File: config.mk
export PLATFORM = sky130hd
export DESIGN_NAME = osc_switch_wake_timer
export DESIGN_NICKNAME = d
export VERILOG_FILES = /design/src/hw/osc_pkg.sv /design/src/hw/wake_if.sv /design/src/hw/osc_switch_wake_timer.sv /design/src/hw/wake_timer.sv
export SDC_FILE = /design/constraint.sdc
export NUM_CORES = 1
export LEC_CHECK = 0
export ABC_AREA = 1
export BUFFER_PORTS_ARGS = -buffer_cell sky130_fd_sc_hd__buf_2
export CAP_MARGIN = 25
export CORE_ASPECT_RATIO = 1.4
export CORE_MARGIN = 1.5
export CORE_UTILIZATION = 58
export DETAILED_ROUTE_END_ITERATION = 12
export MAX_ROUTING_LAYER = met4
export PLACE_DENSITY = 0.92
export SLEW_MARGIN = 20
export SYNTH_ARGS = -nofsm -noshare
export SYNTH_HDL_FRONTEND = slang
export SYNTH_SLANG_ARGS = --single-unit
File: constraint.sdc
create_clock -name pclk -period 4.2 [get_ports pclk]
set_clock_uncertainty 0.1 [all_clocks]
set_input_delay 0.21 -clock pclk [delete_from_list [all_inputs] [get_ports pclk]]
set_output_delay 0.21 -clock pclk [all_outputs]
set_load 0.1 [all_outputs]
File: src/hw/osc_pkg.sv
// Shared constants and types for the oscillator switch and wake-up timer block
package osc_pkg;

  // Clock rate and timing figures
  localparam int CLK_PERIOD_NS       = 4;
  localparam int RESUME_SHORT_NS     = 128000;
  localparam int RESUME_LONG_NS      = 4000000;
  localparam int RESUME_SHORT_CYCLES = (RESUME_SHORT_NS + CLK_PERIOD_NS - 1) / CLK_PERIOD_NS;
  localparam int RESUME_LONG_CYCLES  = (RESUME_LONG_NS + CLK_PERIOD_NS - 1) / CLK_PERIOD_NS;
  // Base wake period, plain default value
  localparam int WAKE_BASE_NS        = 1000000;
  localparam int WAKE_BASE_CYCLES    = (WAKE_BASE_NS + CLK_PERIOD_NS - 1) / CLK_PERIOD_NS;

  // Register indices; byte address is index times four
  localparam logic [5:0] REG_CLK_CFG    = 6'h00;
  localparam logic [5:0] REG_PORT_TWO   = 6'h02;
  localparam logic [5:0] REG_INT_STATUS = 6'h04;
  localparam logic [5:0] REG_INT_MASK   = 6'h05;
  localparam logic [5:0] REG_CLK_STATUS = 6'h06;
  localparam logic [5:0] REG_POWER_CTRL = 6'h07;

  // Clock configuration fields
  localparam int         CFG_EXT_EN      = 0;
  localparam int         CFG_OUT_DIS     = 1;
  localparam int         CFG_ADJ_LO      = 4;
  localparam int         CFG_RESUME_LONG = 7;
  localparam logic [7:0] CFG_WMASK       = 8'hF3;
  localparam logic [7:0] CFG_RESET       = 8'h00;

  // Port two pin state fields
  localparam int P2_REG_BIT   = 0;
  localparam int P2_CLKIN_BIT = 1;
  localparam int P2_DMINUS    = 4;
  localparam int P2_DPLUS     = 5;

  // Interrupt status and mask fields
  localparam int         IRQ_WAKE   = 0;
  localparam int         IRQ_SWITCH = 1;
  localparam logic [1:0] IRQ_RESET  = 2'h0;

  // Power control fields
  localparam int CTRL_SUSPEND = 0;

  // Clock source sequencer states
  typedef enum logic [4:0] {
    ST_INT    = 5'h01,
    ST_HALT   = 5'h02,
    ST_RESUME = 5'h04,
    ST_EXT    = 5'h08,
    ST_SUSP   = 5'h10
  } clk_state_e;

endpackage

File: src/hw/wake_if.sv
// Control and event signals between the clock sequencer and the wake-up timer
`timescale 1ns/1ps
interface wake_if;
  logic       enable;
  logic [2:0] adjust;
  logic       tick;

  modport ctrl  (output enable, output adjust, input tick);
  modport timer (input enable, input adjust, output tick);
endinterface

File: src/hw/osc_switch_wake_timer.sv
// Clock source sequencer, wake-up timer control and pin state port behind APB
// Operation
// - Power-up runs internal 6 MHz oscillator, buffered onto clock output pin.
// - Output-disable control stops internal clock reaching clock output pin.
// - Disabled output holds pin high; no effect in external mode.
// - Writing enable bit 0 halts clocks, stops internal, starts external oscillator.
// - Chip clocks resume from external clock only once it is stable.
// - Processor held further 128 us or 4 ms after stable, per delay bit.
// - Clearing bit 0 in external mode never returns to internal clock.
// - Wake from suspend picks source from current enable bit value.
// - External wake starts oscillator, waits stable, then applies resume delay.
// - Internal mode: clock input is pulled-down GPIO read at port two bit one.
// - Clock input pin as GPIO never raises a processor interrupt.
// - Wake timer runs only while its interrupt enable is set.
// - Wake timer ignores suspend and global enable; only its enable matters.
// - Enabled wake timer interrupts at every period end until disabled.
// - Disabling wake timer clears count, so next enable gives full period.
// - Adjust bits 6:4 scale base period by two to the field; reset zero.
// - Port two read returns live D+ and D- in bits 5:4; reserved zero.
// - Port two bit zero returns regulator pin level.
//
// Decided for this implementation: the APB register port.
`timescale 1ns/1ps
module osc_switch_wake_timer #(
  parameter int unsigned RESUME_SHORT_CYCLES = osc_pkg::RESUME_SHORT_CYCLES,
  parameter int unsigned RESUME_LONG_CYCLES  = osc_pkg::RESUME_LONG_CYCLES,
  parameter int unsigned WAKE_BASE_CYCLES    = osc_pkg::WAKE_BASE_CYCLES
) (
  input  wire logic        pclk,
  input  wire logic        presetn,
  input  wire logic        psel,
  input  wire logic        penable,
  input  wire logic        pwrite,
  input  wire logic [7:0]  paddr,
  input  wire logic [31:0] pwdata,
  output logic             pready,
  output logic [31:0]      prdata,
  output logic             pslverr,
  input  wire logic        ext_clk_stable,
  input  wire logic        wake_event,
  input  wire logic        clk_in_pin,
  input  wire logic        regulator_pin,
  input  wire logic        d_plus_pin,
  input  wire logic        d_minus_pin,
  output logic             int_osc_en,
  output logic             ext_osc_en,
  output logic             clk_sel_ext,
  output logic             chip_clk_en,
  output logic             cpu_hold,
  output logic             clk_out_drive,
  output logic             clk_out_high,
  output logic             clk_in_pulldown,
  output logic             irq
);

  typedef struct packed {
    osc_pkg::clk_state_e st;
    logic [7:0]          cfg;
    logic [1:0]          int_status;
    logic [1:0]          int_mask;
    logic [19:0]         resume_cnt;
    logic                resume_long;
    logic                pready;
    logic                pslverr;
    logic [31:0]         prdata;
    logic                irq;
    logic                int_osc_en;
    logic                ext_osc_en;
    logic                clk_sel_ext;
    logic                chip_clk_en;
    logic                cpu_hold;
    logic                clk_out_drive;
    logic                clk_out_high;
    logic                clk_in_pulldown;
  } state_s;

  state_s     s;
  state_s     next_s;
  logic       acc_setup;
  logic       acc_commit;
  logic       wr_commit;
  logic       susp_req;
  logic       switch_done;
  logic       p2_gpio;
  logic       wake_any;
  logic [1:0] w1c;

  wake_if wk ();

  wake_timer #(
    .BASE_CYCLES (WAKE_BASE_CYCLES)
  ) u_wake_timer (
    .pclk    (pclk),
    .presetn (presetn),
    .wk      (wk)
  );

  // Timer enable is the wake interrupt mask bit alone, nothing global
  assign wk.enable = s.int_mask[osc_pkg::IRQ_WAKE];
  assign wk.adjust = s.cfg[osc_pkg::CFG_ADJ_LO +: 3];

  // Word-aligned register hit; shared by read mux and write decode
  function automatic logic reg_hit(input logic [7:0] addr, input logic [5:0] idx);
    reg_hit = (addr[1:0] == 2'h0) && (addr[7:2] == idx);
  endfunction

  function automatic logic reg_mapped(input logic [7:0] addr);
    reg_mapped = reg_hit(addr, osc_pkg::REG_CLK_CFG) || reg_hit(addr, osc_pkg::REG_PORT_TWO) ||
                 reg_hit(addr, osc_pkg::REG_INT_STATUS) || reg_hit(addr, osc_pkg::REG_INT_MASK) ||
                 reg_hit(addr, osc_pkg::REG_CLK_STATUS) || reg_hit(addr, osc_pkg::REG_POWER_CTRL);
  endfunction

  // Bus phases: answer one cycle into access, commit when pready is seen
  assign acc_setup  = psel && penable && !s.pready;
  assign acc_commit = psel && penable && s.pready;
  assign wr_commit  = acc_commit && pwrite;
  assign susp_req   = wr_commit && reg_hit(paddr, osc_pkg::REG_POWER_CTRL) && pwdata[osc_pkg::CTRL_SUSPEND];
  assign w1c        = (wr_commit && reg_hit(paddr, osc_pkg::REG_INT_STATUS)) ? pwdata[1:0] : 2'h0;
  // Clock input is a plain GPIO in internal mode; it feeds no event
  assign p2_gpio    = clk_in_pin && !s.ext_osc_en;
  assign wake_any   = wake_event || wk.tick;

  // Register, sequencer and output next-state logic
  always_comb begin
    next_s = s;
    switch_done = 1'b0;
    next_s.pready  = acc_setup;
    next_s.pslverr = acc_setup && !reg_mapped(paddr);
    // Read data sampled at the answer cycle
    if (acc_setup) begin
      next_s.prdata = 32'h0;
      if (reg_hit(paddr, osc_pkg::REG_CLK_CFG)) begin
        next_s.prdata[7:0] = s.cfg;
      end else if (reg_hit(paddr, osc_pkg::REG_PORT_TWO)) begin
        next_s.prdata[osc_pkg::P2_DPLUS]     = d_plus_pin;
        next_s.prdata[osc_pkg::P2_DMINUS]    = d_minus_pin;
        next_s.prdata[osc_pkg::P2_CLKIN_BIT] = p2_gpio;
        next_s.prdata[osc_pkg::P2_REG_BIT]   = regulator_pin;
      end else if (reg_hit(paddr, osc_pkg::REG_INT_STATUS)) begin
        next_s.prdata[1:0] = s.int_status;
      end else if (reg_hit(paddr, osc_pkg::REG_INT_MASK)) begin
        next_s.prdata[1:0] = s.int_mask;
      end else if (reg_hit(paddr, osc_pkg::REG_CLK_STATUS)) begin
        next_s.prdata[7:0] = {s.cpu_hold, s.chip_clk_en, s.clk_sel_ext, s.st};
      end
    end
    // Writes take effect only at the commit edge
    if (wr_commit && reg_hit(paddr, osc_pkg::REG_CLK_CFG)) begin
      next_s.cfg = pwdata[7:0] & osc_pkg::CFG_WMASK;
    end
    if (wr_commit && reg_hit(paddr, osc_pkg::REG_INT_MASK)) begin
      next_s.int_mask = pwdata[1:0];
    end

    // Source sequencer
    unique case (s.st)
      osc_pkg::ST_INT: begin
        if (wr_commit && reg_hit(paddr, osc_pkg::REG_CLK_CFG) && pwdata[osc_pkg::CFG_EXT_EN]) begin
          next_s.st          = osc_pkg::ST_HALT;
          next_s.resume_long = pwdata[osc_pkg::CFG_RESUME_LONG];
        end else if (susp_req) begin
          next_s.st = osc_pkg::ST_SUSP;
        end
      end
      osc_pkg::ST_HALT: begin
        // Stay gated until the external clock is stable
        if (ext_clk_stable) begin
          next_s.st = osc_pkg::ST_RESUME;
          next_s.resume_cnt = s.resume_long ? 20'(RESUME_LONG_CYCLES - 1)
                                            : 20'(RESUME_SHORT_CYCLES - 1);
        end
      end
      osc_pkg::ST_RESUME: begin
        // Delay runs on the new clock, so a lost stable flag pauses it
        if (s.resume_cnt == 20'h0) begin
          next_s.st   = osc_pkg::ST_EXT;
          switch_done = 1'b1;
        end else if (ext_clk_stable) begin
          next_s.resume_cnt = s.resume_cnt - 20'h1;
        end
      end
      osc_pkg::ST_EXT: begin
        // Clearing the enable bit is deliberately ignored here
        if (susp_req) begin
          next_s.st = osc_pkg::ST_SUSP;
        end
      end
      osc_pkg::ST_SUSP: begin
        if (wake_any) begin
          if (s.cfg[osc_pkg::CFG_EXT_EN]) begin
            next_s.st          = osc_pkg::ST_HALT;
            next_s.resume_long = s.cfg[osc_pkg::CFG_RESUME_LONG];
          end else begin
            next_s.st = osc_pkg::ST_INT;
          end
        end
      end
      default: begin
        next_s.st = osc_pkg::ST_INT;
      end
    endcase

    // Sticky events; a new event beats a same-cycle clear
    next_s.int_status = (s.int_status & ~w1c) |
                        {switch_done, wk.tick};
    next_s.irq = |(next_s.int_status & next_s.int_mask);

    // Pin and clock controls registered from the next state
    next_s.int_osc_en  = (next_s.st == osc_pkg::ST_INT);
    next_s.ext_osc_en  = (next_s.st == osc_pkg::ST_HALT) || (next_s.st == osc_pkg::ST_RESUME) ||
                         (next_s.st == osc_pkg::ST_EXT);
    next_s.clk_sel_ext = (next_s.st == osc_pkg::ST_RESUME) || (next_s.st == osc_pkg::ST_EXT);
    // Gating across halt and suspend keeps runt pulses off the chip logic
    next_s.chip_clk_en = (next_s.st == osc_pkg::ST_INT) || next_s.clk_sel_ext;
    next_s.cpu_hold    = !((next_s.st == osc_pkg::ST_INT) || (next_s.st == osc_pkg::ST_EXT));
    next_s.clk_out_drive = (next_s.st == osc_pkg::ST_INT) && !next_s.cfg[osc_pkg::CFG_OUT_DIS];
    next_s.clk_out_high  = (next_s.st == osc_pkg::ST_INT) && next_s.cfg[osc_pkg::CFG_OUT_DIS];
    // Pull-down only while the oscillator is off; it would load a starting resonator
    next_s.clk_in_pulldown = !next_s.ext_osc_en;
  end

  // State register; reset lands in internal mode with clock output on
  always_ff @(posedge pclk or negedge presetn) begin
    if (!presetn) begin
      s                 <= '0;
      s.st              <= osc_pkg::ST_INT;
      s.cfg             <= osc_pkg::CFG_RESET;
      s.int_status      <= osc_pkg::IRQ_RESET;
      s.int_mask        <= osc_pkg::IRQ_RESET;
      s.int_osc_en      <= 1'b1;
      s.chip_clk_en     <= 1'b1;
      s.clk_out_drive   <= 1'b1;
      s.clk_in_pulldown <= 1'b1;
    end else begin
      s <= next_s;
    end
  end

  assign pready          = s.pready;
  assign prdata          = s.prdata;
  assign pslverr         = s.pslverr;
  assign int_osc_en      = s.int_osc_en;
  assign ext_osc_en      = s.ext_osc_en;
  assign clk_sel_ext     = s.clk_sel_ext;
  assign chip_clk_en     = s.chip_clk_en;
  assign cpu_hold        = s.cpu_hold;
  assign clk_out_drive   = s.clk_out_drive;
  assign clk_out_high    = s.clk_out_high;
  assign clk_in_pulldown = s.clk_in_pulldown;
  assign irq             = s.irq;

  // Cycles spent in the resume delay, for checking only
  logic [19:0] hold_cnt;
  always_ff @(posedge pclk or negedge presetn) begin
    if (!presetn) begin
      hold_cnt <= 20'h0;
    end else begin
      hold_cnt <= (s.st == osc_pkg::ST_RESUME) ? hold_cnt + 20'h1 : 20'h0;
    end
  end
endmodule

File: src/hw/wake_timer.sv
// Periodic wake-up timer with power-of-two period adjust
`timescale 1ns/1ps
module wake_timer #(
  parameter int unsigned BASE_CYCLES = osc_pkg::WAKE_BASE_CYCLES
) (
  input wire logic pclk,
  input wire logic presetn,
  wake_if.timer    wk
);

  typedef struct packed {
    logic [31:0] cnt;
    logic        tick;
  } state_s;

  state_s      s;
  state_s      next_s;
  logic [31:0] period;

  // Period grows by powers of two; 128 times base fits 32 bits
  assign period  = 32'(BASE_CYCLES) << wk.adjust;
  assign wk.tick = s.tick;

  // Count only while enabled; disabling clears the count for a full first period
  always_comb begin
    next_s = s;
    next_s.tick = 1'b0;
    if (!wk.enable) begin
      next_s.cnt = 32'h0;
    end else if (s.cnt >= period - 32'h1) begin
      next_s.cnt  = 32'h0;
      next_s.tick = 1'b1;
    end else begin
      next_s.cnt = s.cnt + 32'h1;
    end
  end

  // State register
  always_ff @(posedge pclk or negedge presetn) begin
    if (!presetn) begin
      s <= '0;
    end else begin
      s <= next_s;
    end
  end
endmodule

# Word-level counts from Yosys, hierarchy flattened

Index checks and enable logic that the tools add are counted.
W data, S select, Z words.

Input bits: 51
Output and inout port bits: 43
Register bits: 88

Add/sub/neg operators: 3
Shifts and indexed selects: 1
Bitwise gates (word level): 4
Magnitude comparators: 1
Eq/ne operators: 20
Muxes and demuxes: 35
Reduce and logical (&&, ||, !) cells: 45

Operator list:

| cell                    | count |
|---|---|
| $mux W20                | 4 |
| $mux W32                | 2 |
| $pmux W20 S2            | 1 |
| $add A32 B1 Y32 const B | 1 |
| $ge A32 B32 Y1          | 1 |
| $shl A18 B3 Y32 const A | 1 |
| $sub A32 B1 Y32 const B | 1 |
| $mux W5                 | 5 |
| $pmux W5 S5             | 1 |
| $eq A6 B3 Y1 const B    | 4 |
| $logic_and A1 B1 Y1     | 20 |
| $logic_not A20 Y1       | 1 |
| $mux W2                 | 10 |
| $sub A20 B1 Y20 const B | 1 |
| $mux W8                 | 2 |
| $mux W6                 | 2 |
| $ne A2 B2 Y1 const B    | 6 |
| $logic_or A1 B1 Y1      | 11 |
| $eq A5 B1 Y1 const B    | 2 |
| $eq A5 B2 Y1 const B    | 2 |
| $eq A5 B3 Y1 const B    | 2 |
| $eq A5 B4 Y1 const B    | 2 |
| $reduce_and A4 Y1       | 2 |
| $mux W1                 | 7 |
| 11 further kinds        | 18 |

# Depth between registers and ports, before layout

Gate-level depths: netlist of the first run.

Word-level depth: 12
Mapped depth: 22
Mapped depth without buffers: 21

# By module

Synthesis of the first run repeated with hierarchy kept, for this count alone.

Cell total of the unflattened synthesis: 863
Area, all modules: 6,219.7 µm²

By module, submodules not included:

| module                | seq. area each (µm²) | cells an instance | times used | area an instance (µm²) |
|---|---|---|---|---|
| osc_switch_wake_timer | 1,382.6              | 460               | 1          | 3,345.7 |
| wake_timer            | 825.8                | 403               | 1          | 2,874.0 |

# Worst setup path before layout of the first run

OpenSTA, ideal clock, no wires.

Path kind: reg2reg
From: reg s[72] (netlist name)
To: reg u_wake_timer.s[22] (netlist name)
Setup slack: 1,239 ps
Cell stages (with the launch flop): 19
Period minus slack after synthesis: 2,961 ps
Buffers on the path: 1
Arrival: 2,789 ps
Data required time: 4,028 ps
Library setup time: 72 ps
Cell sequence: dfrtp_1 inv_1 ha_1 o21ai_0 nand2_1 nor2_1 nand3_1 and2_1 ha_1 nand2_1 inv_1 nand2_1 nand2_1 nand2_1 nand2_1 a21oi_1 nand2_2 buf_4 nor2_1

RTL lines:

| what                   | line                         | text |
|---|---|---|
| from (decl)            | osc_switch_wake_timer.sv:77  | `state_s s;` |
| from (signal assigned) | osc_switch_wake_timer.sv:235 | `s <= next_s;` |
| to (signal assigned)   | wake_timer.sv:43             | `s <= next_s;` |
| to (decl)              | wake_timer.sv:16             | `state_s s;` |

==> run_results.csv, run 1 <==
group,metric,value,unit
detailed_routing,wl_met1,5.82,mm
die,coreArea,10400,um^2
cts,clk-insertion-delay-late,0.35,ns
detailed_routing,drc_errors,0,
cts,clkSlewWorstSetupHoldPaths,0.07,ns
placed_design,place_area,6430,um^2
detailed_routing,dr.max_layer_used,"met4",
grt,grt_max_degree,58,
detailed_routing,drt-vias-per-instance,5.34,
cts,cts_tree,"built",
critical_path,critPathRequiredTime,4.37,ns
detailed_routing,routed_wl,15.4,mm
power_and_ir_drop,peakVddDrop,0.294,mV
finish,drive_gt1_share,8.88,%
die,num_rows,44,
finish,final_util,65.2,%
detailed_routing,firstDrtPassIters,5,
detailed_routing,drt_iter0_markers,476,
critical_path,r2r_setup_slack,0.56,ns
cts,root_buffer,"clkbuf_16",
critical_path,critical_path.max_fanout,27,
hold_path,hold_class,"in -> reg",
finish,final_common_cell,"nand2_1",
sta,setup_violations,0,
critical_path,critPathCaptureType,"flop",
critical_path,rr_worst_depth,18,
run,maxCapViolCount,0,
grt,antenna_found_initial,2,
logic_synthesis,synth-seq-area-share,35.4,%
cts,cts_setup_buffers,0,
power_and_ir_drop,p_per_area,332,nW/um^2
detailed_routing,wl_met3,821,um
grt,grt_pass1_wl,25.3,mm
sta,finalHoldViolCount,0,
sta,final_max_slew_viol_count,0,
finish,fin_area,6790,um^2
cts,numCtsBuffers,9,
grt,track_usage,28.8,%
power_and_ir_drop,p_leak,3.46,nW
die,die_h,126,um
run_status,status,"finished, final reports clean",
sta,rsz0062_at_grt,"false",
logic_synthesis,async_reset_ff_share,100,%
hold_path,min_to,"pslverr",
finish,nets,1046,
grt,grt_overflow,0,
hold_path,min-delay-start,"paddr[3]",
detailed_routing,wl_met2,8.03,mm
hold_path,whs_path_depth,2,
cts,cts.sinks,88,
placed_design,dp_hpwl,11.6,mm
placed_design,gp_congestion,0.946,
cts,htree_levels,3,
critical_path,reg2reg_from,"s[73]",
grt,grt_pass1_vias,5670,
logic_synthesis,syn_inst,918,
cts,cts_resized,0,
sta,setup_tns,0,ns
critical_path,critPathArrivalTime,3.81,ns
logic_synthesis,synth_warnings,0,
sta,worst_slew_pin_slew,0.745,ns
logic_synthesis,synth_cell_types,40,
sta,maxSlewHeadroom,50.3,%
finish,final_cell_mix,"274 x nand2_1, 139 x nor2_1, 101 x inv_1",
detailed_routing,final_antenna_net_count,0,
finish,areaGrowthSynthToFinish,8.91,%
die,die_w,90.6,um
sta,post-route-period-util,86.7,%
cts,postCtsHoldBufs,5,
critical_path,r2r-end,"u_wake_timer.s[10]",
logic_synthesis,synth-edff-count,0,
die,io_pins,94,
cts,cts_buffer_depth,2,
detailed_routing,num_vias,5920,
critical_path,crit_type,"reg -> reg",
logic_synthesis,syn_area_per_cell,6.79,um^2
logic_synthesis,synth-seq-cells,88,
placed_design,portBuffers,43,
detailed_routing,wire_per_inst,13.9,um
logic_synthesis,synth_ff_type,"dfrtp_1",
sta,finalCriticalPeriod,3.64,ns
die,dieArea,11400,um^2
sta,fmax,275,MHz
critical_path,startpoint_type,"flop",
logic_synthesis,syn-cell-area,6230,um^2
die,start_util,59.9,%
-- cell usage after synthesis, types with 4 or more instances --
cell type  instances  area (um^2)
nand2_1          274         1030
nor2_1           139          522
inv_1            101          379
dfrtp_1           83         2080
nand3_1           75          375
o21ai_0           49          245
buf_4             34          255
ha_1              32          400
a21oi_1           26          130
nor3_1            24          120
nand4_1           14         87.6
buf_2              6         30.0
xor2_1             6         52.6
dfstp_2            5          131
or2_2              5         31.3
nand3b_1           4         30.0
xnor2_1            4         35.0
-- critical path, stage by stage, from the launching register on --
cell     delay (ns)
dfrtp_1        0.55
inv_1          0.22
ha_1           0.26
nand2_1        0.14
nand2_1        0.11
nor2_1         0.21
nand2_1        0.10
a21oi_1        0.23
nand2_1        0.09
nand2_1        0.07
nand2_1        0.07
ha_1           0.31
a21oi_1        0.16
o21ai_0        0.12
nor2_1         0.12
nand2_1        0.08
nand2_1        0.10
nand2_2        0.30
nor2_1         0.22
-- worst max path at each step --
stage                     start                  to  slack (ns)  depth (start not counted)
after floorplan           s[72]  u_wake_timer.s[22]        1.24                         18
after global placement    s[73]  u_wake_timer.s[27]        0.70                         20
after detailed placement  s[72]  u_wake_timer.s[23]        0.60                         18
after CTS                 s[72]  u_wake_timer.s[23]        0.58                         18
after global routing      s[72]  u_wake_timer.s[13]        0.13                         20
final                     s[73]  u_wake_timer.s[10]        0.56                         18
-- layer usage --
| layer | track usage [%] | vias up |
|---|---|---|
| met5 | - | - |
| met4 | 15.7 | 0 |
| met3 | 5.37 | 54 |
| met2 | 50.9 | 194 |
| met1 | 29.9 | 2716 |
| li1 | - | 2956 |
-- registers in the layout (all words and copies together), names as in the netlist --
name	count
clk_sel_ext	1
pready	1
clk_out_drive	1
int_osc_en	1
prdata	8
chip_clk_en	1
ext_osc_en	1
irq	1
u_wake_timer.s	32
pslverr	1
clk_out_high	1
s	36
cpu_hold	1
clk_in_pulldown	1
u_wake_timer.wk.tick	1
-- area by class of cell --
type                       instances  area (um^2)
inverter                         103          387
multi-input combinational        711         3430
clock inverter                     7         80.1
antenna                            2         5.00
timing repair buffer              50          283
clock buffer                       9          225
fill                             903         3620
sequential                        88         2210
tap                              138          173
-- kinds of logic after synthesis --
| kind of cell | count (synthesis) | synth area share, % |
|---|---|---|
| AO/OA/AOI/OAI | 89 | 7.57 |
| other | 2 | 0.120 |
| adder cells (fa/ha/maj) | 32 | 6.42 |
| AND/OR/NAND/NOR | 550 | 37.8 |
| XOR/XNOR | 10 | 1.40 |
| flip-flops | 88 | 35.4 |
| buffers and inverters | 147 | 11.3 |
-- through the flow --
step | std cells | power, mW | setup slack (ns) | hold slack [ns]
3_3_place_gp | 1085 | 1.43 | 0.697 | 0.219
4_1_cts | 1106 | 2.27 | 0.580 | 0.0167
5_1_grt | 1108 | 2.34 | 0.129 | 0.0333
2_1_floorplan | 946 | 1.38 | 1.24 | -0.186
6_report | 1108 | 2.25 | 0.559 | 0.0280
3_5_place_dp | 1085 | 1.44 | 0.596 | 0.226
-- where the power goes --
group	switching [mW]	total, mW	internal, mW
clock	0.354	0.821	0.466
combinational	0.432	0.514	0.0821
sequential	0.0246	0.918	0.893
Note: power is estimated with default switching activity, not from simulation.
==> run 2, diff against run 1 <==
Settings changed: CORE_UTILIZATION 58 to 40, PLACE_DENSITY 0.92 to 0.7.
Clock period 4.2 ns to 4.1 ns, I/O delays scaled along.
==> run 2 against run 1 <==
Effect of this change: global-route usage decreased by 8.0 points; clock-buffer cell count unchanged; non-clock buffer count increased by 1; via count decreased by 2.3%; cell area increased by 1.0%; worst hold slack got worse by 0.027 ns; sequential cell count unchanged; sequential power increased by 2.4%; clock power increased by 4.8%; final cell count increased by 4.9%; total power increased by 3.2%; die area increased by 44%; critical path type unchanged; largest power group unchanged; highest routed layer unchanged.
==> run_results.csv, run 2 (synthesis results as in run 1) <==
group,metric,value,unit
power_and_ir_drop,p_per_area,339,nW/um^2
critical_path,startpoint,"s[73]",
detailed_routing,drc_errors,0,
hold_path,min-delay-start,"pwdata[7]",
hold_path,hold_class,"in -> reg",
sta,fmax,276,MHz
die,io_pins,94,
critical_path,critPathCaptureType,"flop",
sta,finalHoldViolCount,0,
grt,grt_pass1_vias,5418,
die,coreArea,15100,um^2
cts,cts.sinks,88,
finish,fill_cells,1574,
sta,setup_violations,0,
cts,htree_levels,3,
critical_path,critPathArrivalTime,3.78,ns
finish,final_cell_mix,"274 x nand2_1, 139 x nor2_1, 101 x inv_1",
cts,numCtsBuffers,9,
grt,track_usage,20.8,%
critical_path,reg2reg_from,"s[73]",
run_status,status,"finished, final reports clean",
grt,antenna_found_initial,0,
die,start_util,41.2,%
finish,largest_register_ffs,36,
finish,regArea,2210,um^2
finish,stdcell_count,1162,
finish,nets,1047,
die,die_w,109,um
hold_path,min_to,"s[75]",
detailed_routing,num_vias,5783,
sta,maxSlewHeadroom,47.6,%
die,die_h,151,um
sta,setup_tns,0,ns
grt,grt_overflow,0,
critical_path,critPathMaxStageDelay,0.54,ns
critical_path,critPathSlowestCell,"dfrtp_1",
critical_path,rr_worst_depth,17,
sta,rsz0062_at_grt,"false",
hold_path,whs_path_depth,3,
detailed_routing,wire_per_inst,13.5,um
critical_path,cpMostUsedCell,"nand2_1",
critical_path,startpoint_type,"flop",
sta,finalCriticalPeriod,3.62,ns
cts,cts_buffer_depth,2,
placed_design,gp_congestion,0.945,
finish,final_common_cell,"nand2_1",
placed_design,dp_slack,0.488,ns
critical_path,crit_chain,"inv_1 -> ha_1 -> o21ai_0 -> nand2_1 -> nor2_1 -> nand3_1 -> and2_1 -> ha_1 -> nand2_1 -> inv_1 -> nand2_1 -> nand2_1 -> nand2_1 -> nand2_1 -> a21oi_1 -> nand2_2 -> nor2_1",
finish,areaGrowthSynthToFinish,10.0,%
detailed_routing,drt_iter0_markers,312,
cts,root_buffer,"clkbuf_16",
die,num_rows,53,
run,maxCapViolCount,0,
finish,multi_input_area,3430,um^2
grt,grt_pass1_wl,25.7,mm
sta,fin_ws,0.477,ns
sta,final_max_slew_viol_count,0,
placed_design,portBuffers,43,
detailed_routing,routed_wl,15.7,mm
critical_path,r2r-end,"u_wake_timer.s[13]",
placed_design,dpl.cell_count,1141,
cts,clkSlewWorstSetupHoldPaths,0.07,ns
finish,largest-register,"s",
critical_path,critPathRequiredTime,4.26,ns
critical_path,critical_path.max_fanout,27,
critical_path,r2r_setup_slack,0.48,ns
detailed_routing,final_antenna_net_count,0,
detailed_routing,firstDrtPassIters,5,
sta,worst_slew_pin_slew,0.786,ns
cts,clk-insertion-delay-late,0.35,ns
cts,cts_tree,"built",
finish,drive_gt1_share,9.08,%
placed_design,dp_hpwl,12.1,mm
power_and_ir_drop,p_leak,3.48,nW
detailed_routing,drt-vias-per-instance,4.98,
critical_path,crit_type,"reg -> reg",
die,dieArea,16400,um^2
power_and_ir_drop,peakVddDrop,0.205,mV
sta,post-route-period-util,88.4,%
grt,grt_max_degree,61,
## run 2: area by class of cell
type                       instances  share of cell area (%)
clock buffer                       9                    3.28
tap                              192                    3.50
inverter                         103                    5.64
clock inverter                     7                    1.13
timing repair buffer              51                    4.20
antenna                            1                  0.0365
multi-input combinational        711                    50.0
sequential                        88                    32.2
## run 2: power by group
part / total (mW) / switching (mW) / internal, mW
Clock: 0.860 / 0.378 / 0.482
Sequential: 0.940 / 0.0256 / 0.915
Combinational: 0.524 / 0.440 / 0.0835
Total: 2.32 / 0.844 / 1.48
## run 2: timing repair
item                                   in CTS  in global routing
setup buffers                               0                  0
endpoints found under the hold margin      57                  0
setup endpoints to repair                   0                  0
resized for setup                           0                  0
hold buffers                                4                  0
## run 2: worst max path at each step
stage / to / slack (ns) / cells past startpoint
4_1_cts: u_wake_timer.s[13] / 0.47 / 17
6_report: u_wake_timer.s[13] / 0.48 / 17
3_5_place_dp: u_wake_timer.s[13] / 0.49 / 17
5_1_grt: u_wake_timer.s[18] / 0.10 / 18
3_3_place_gp: u_wake_timer.s[27] / 0.52 / 15
2_1_floorplan: u_wake_timer.s[22] / 1.14 / 18
## run 2: worst max-delay path, delay by kind of cell (launching register included)
family / cells / cell delay (ns)
adder cells (fa/ha/maj): 2 / 0.55
AND/OR/NAND/NOR: 11 / 1.49
buffers and inverters: 2 / 0.27
AO/OA/AOI/OAI: 2 / 0.56
flip-flops: 1 / 0.54
## run 2: routing by layer
metal,vias up,global-route usage (%),routed length [um]
met5,-,-,0
met4,0,10.1,593
met3,43,3.03,464
met2,122,37.1,8300
met1,2645,22.2,6330
li1,2973,-,-
## run 2: stage by stage
stage	utilization (%)	total power, mW	hold WS [ns]	cell area, um^2
2_1_floorplan	-	1.41	-0.191	6340
3_3_place_gp	43.1	1.47	0.234	6510
3_5_place_dp	43.1	1.48	0.246	6510
4_1_cts	45.3	2.35	0.00108	6850
5_1_grt	45.3	2.42	0.00868	6850
6_report	45.3	2.32	0.000884	6860
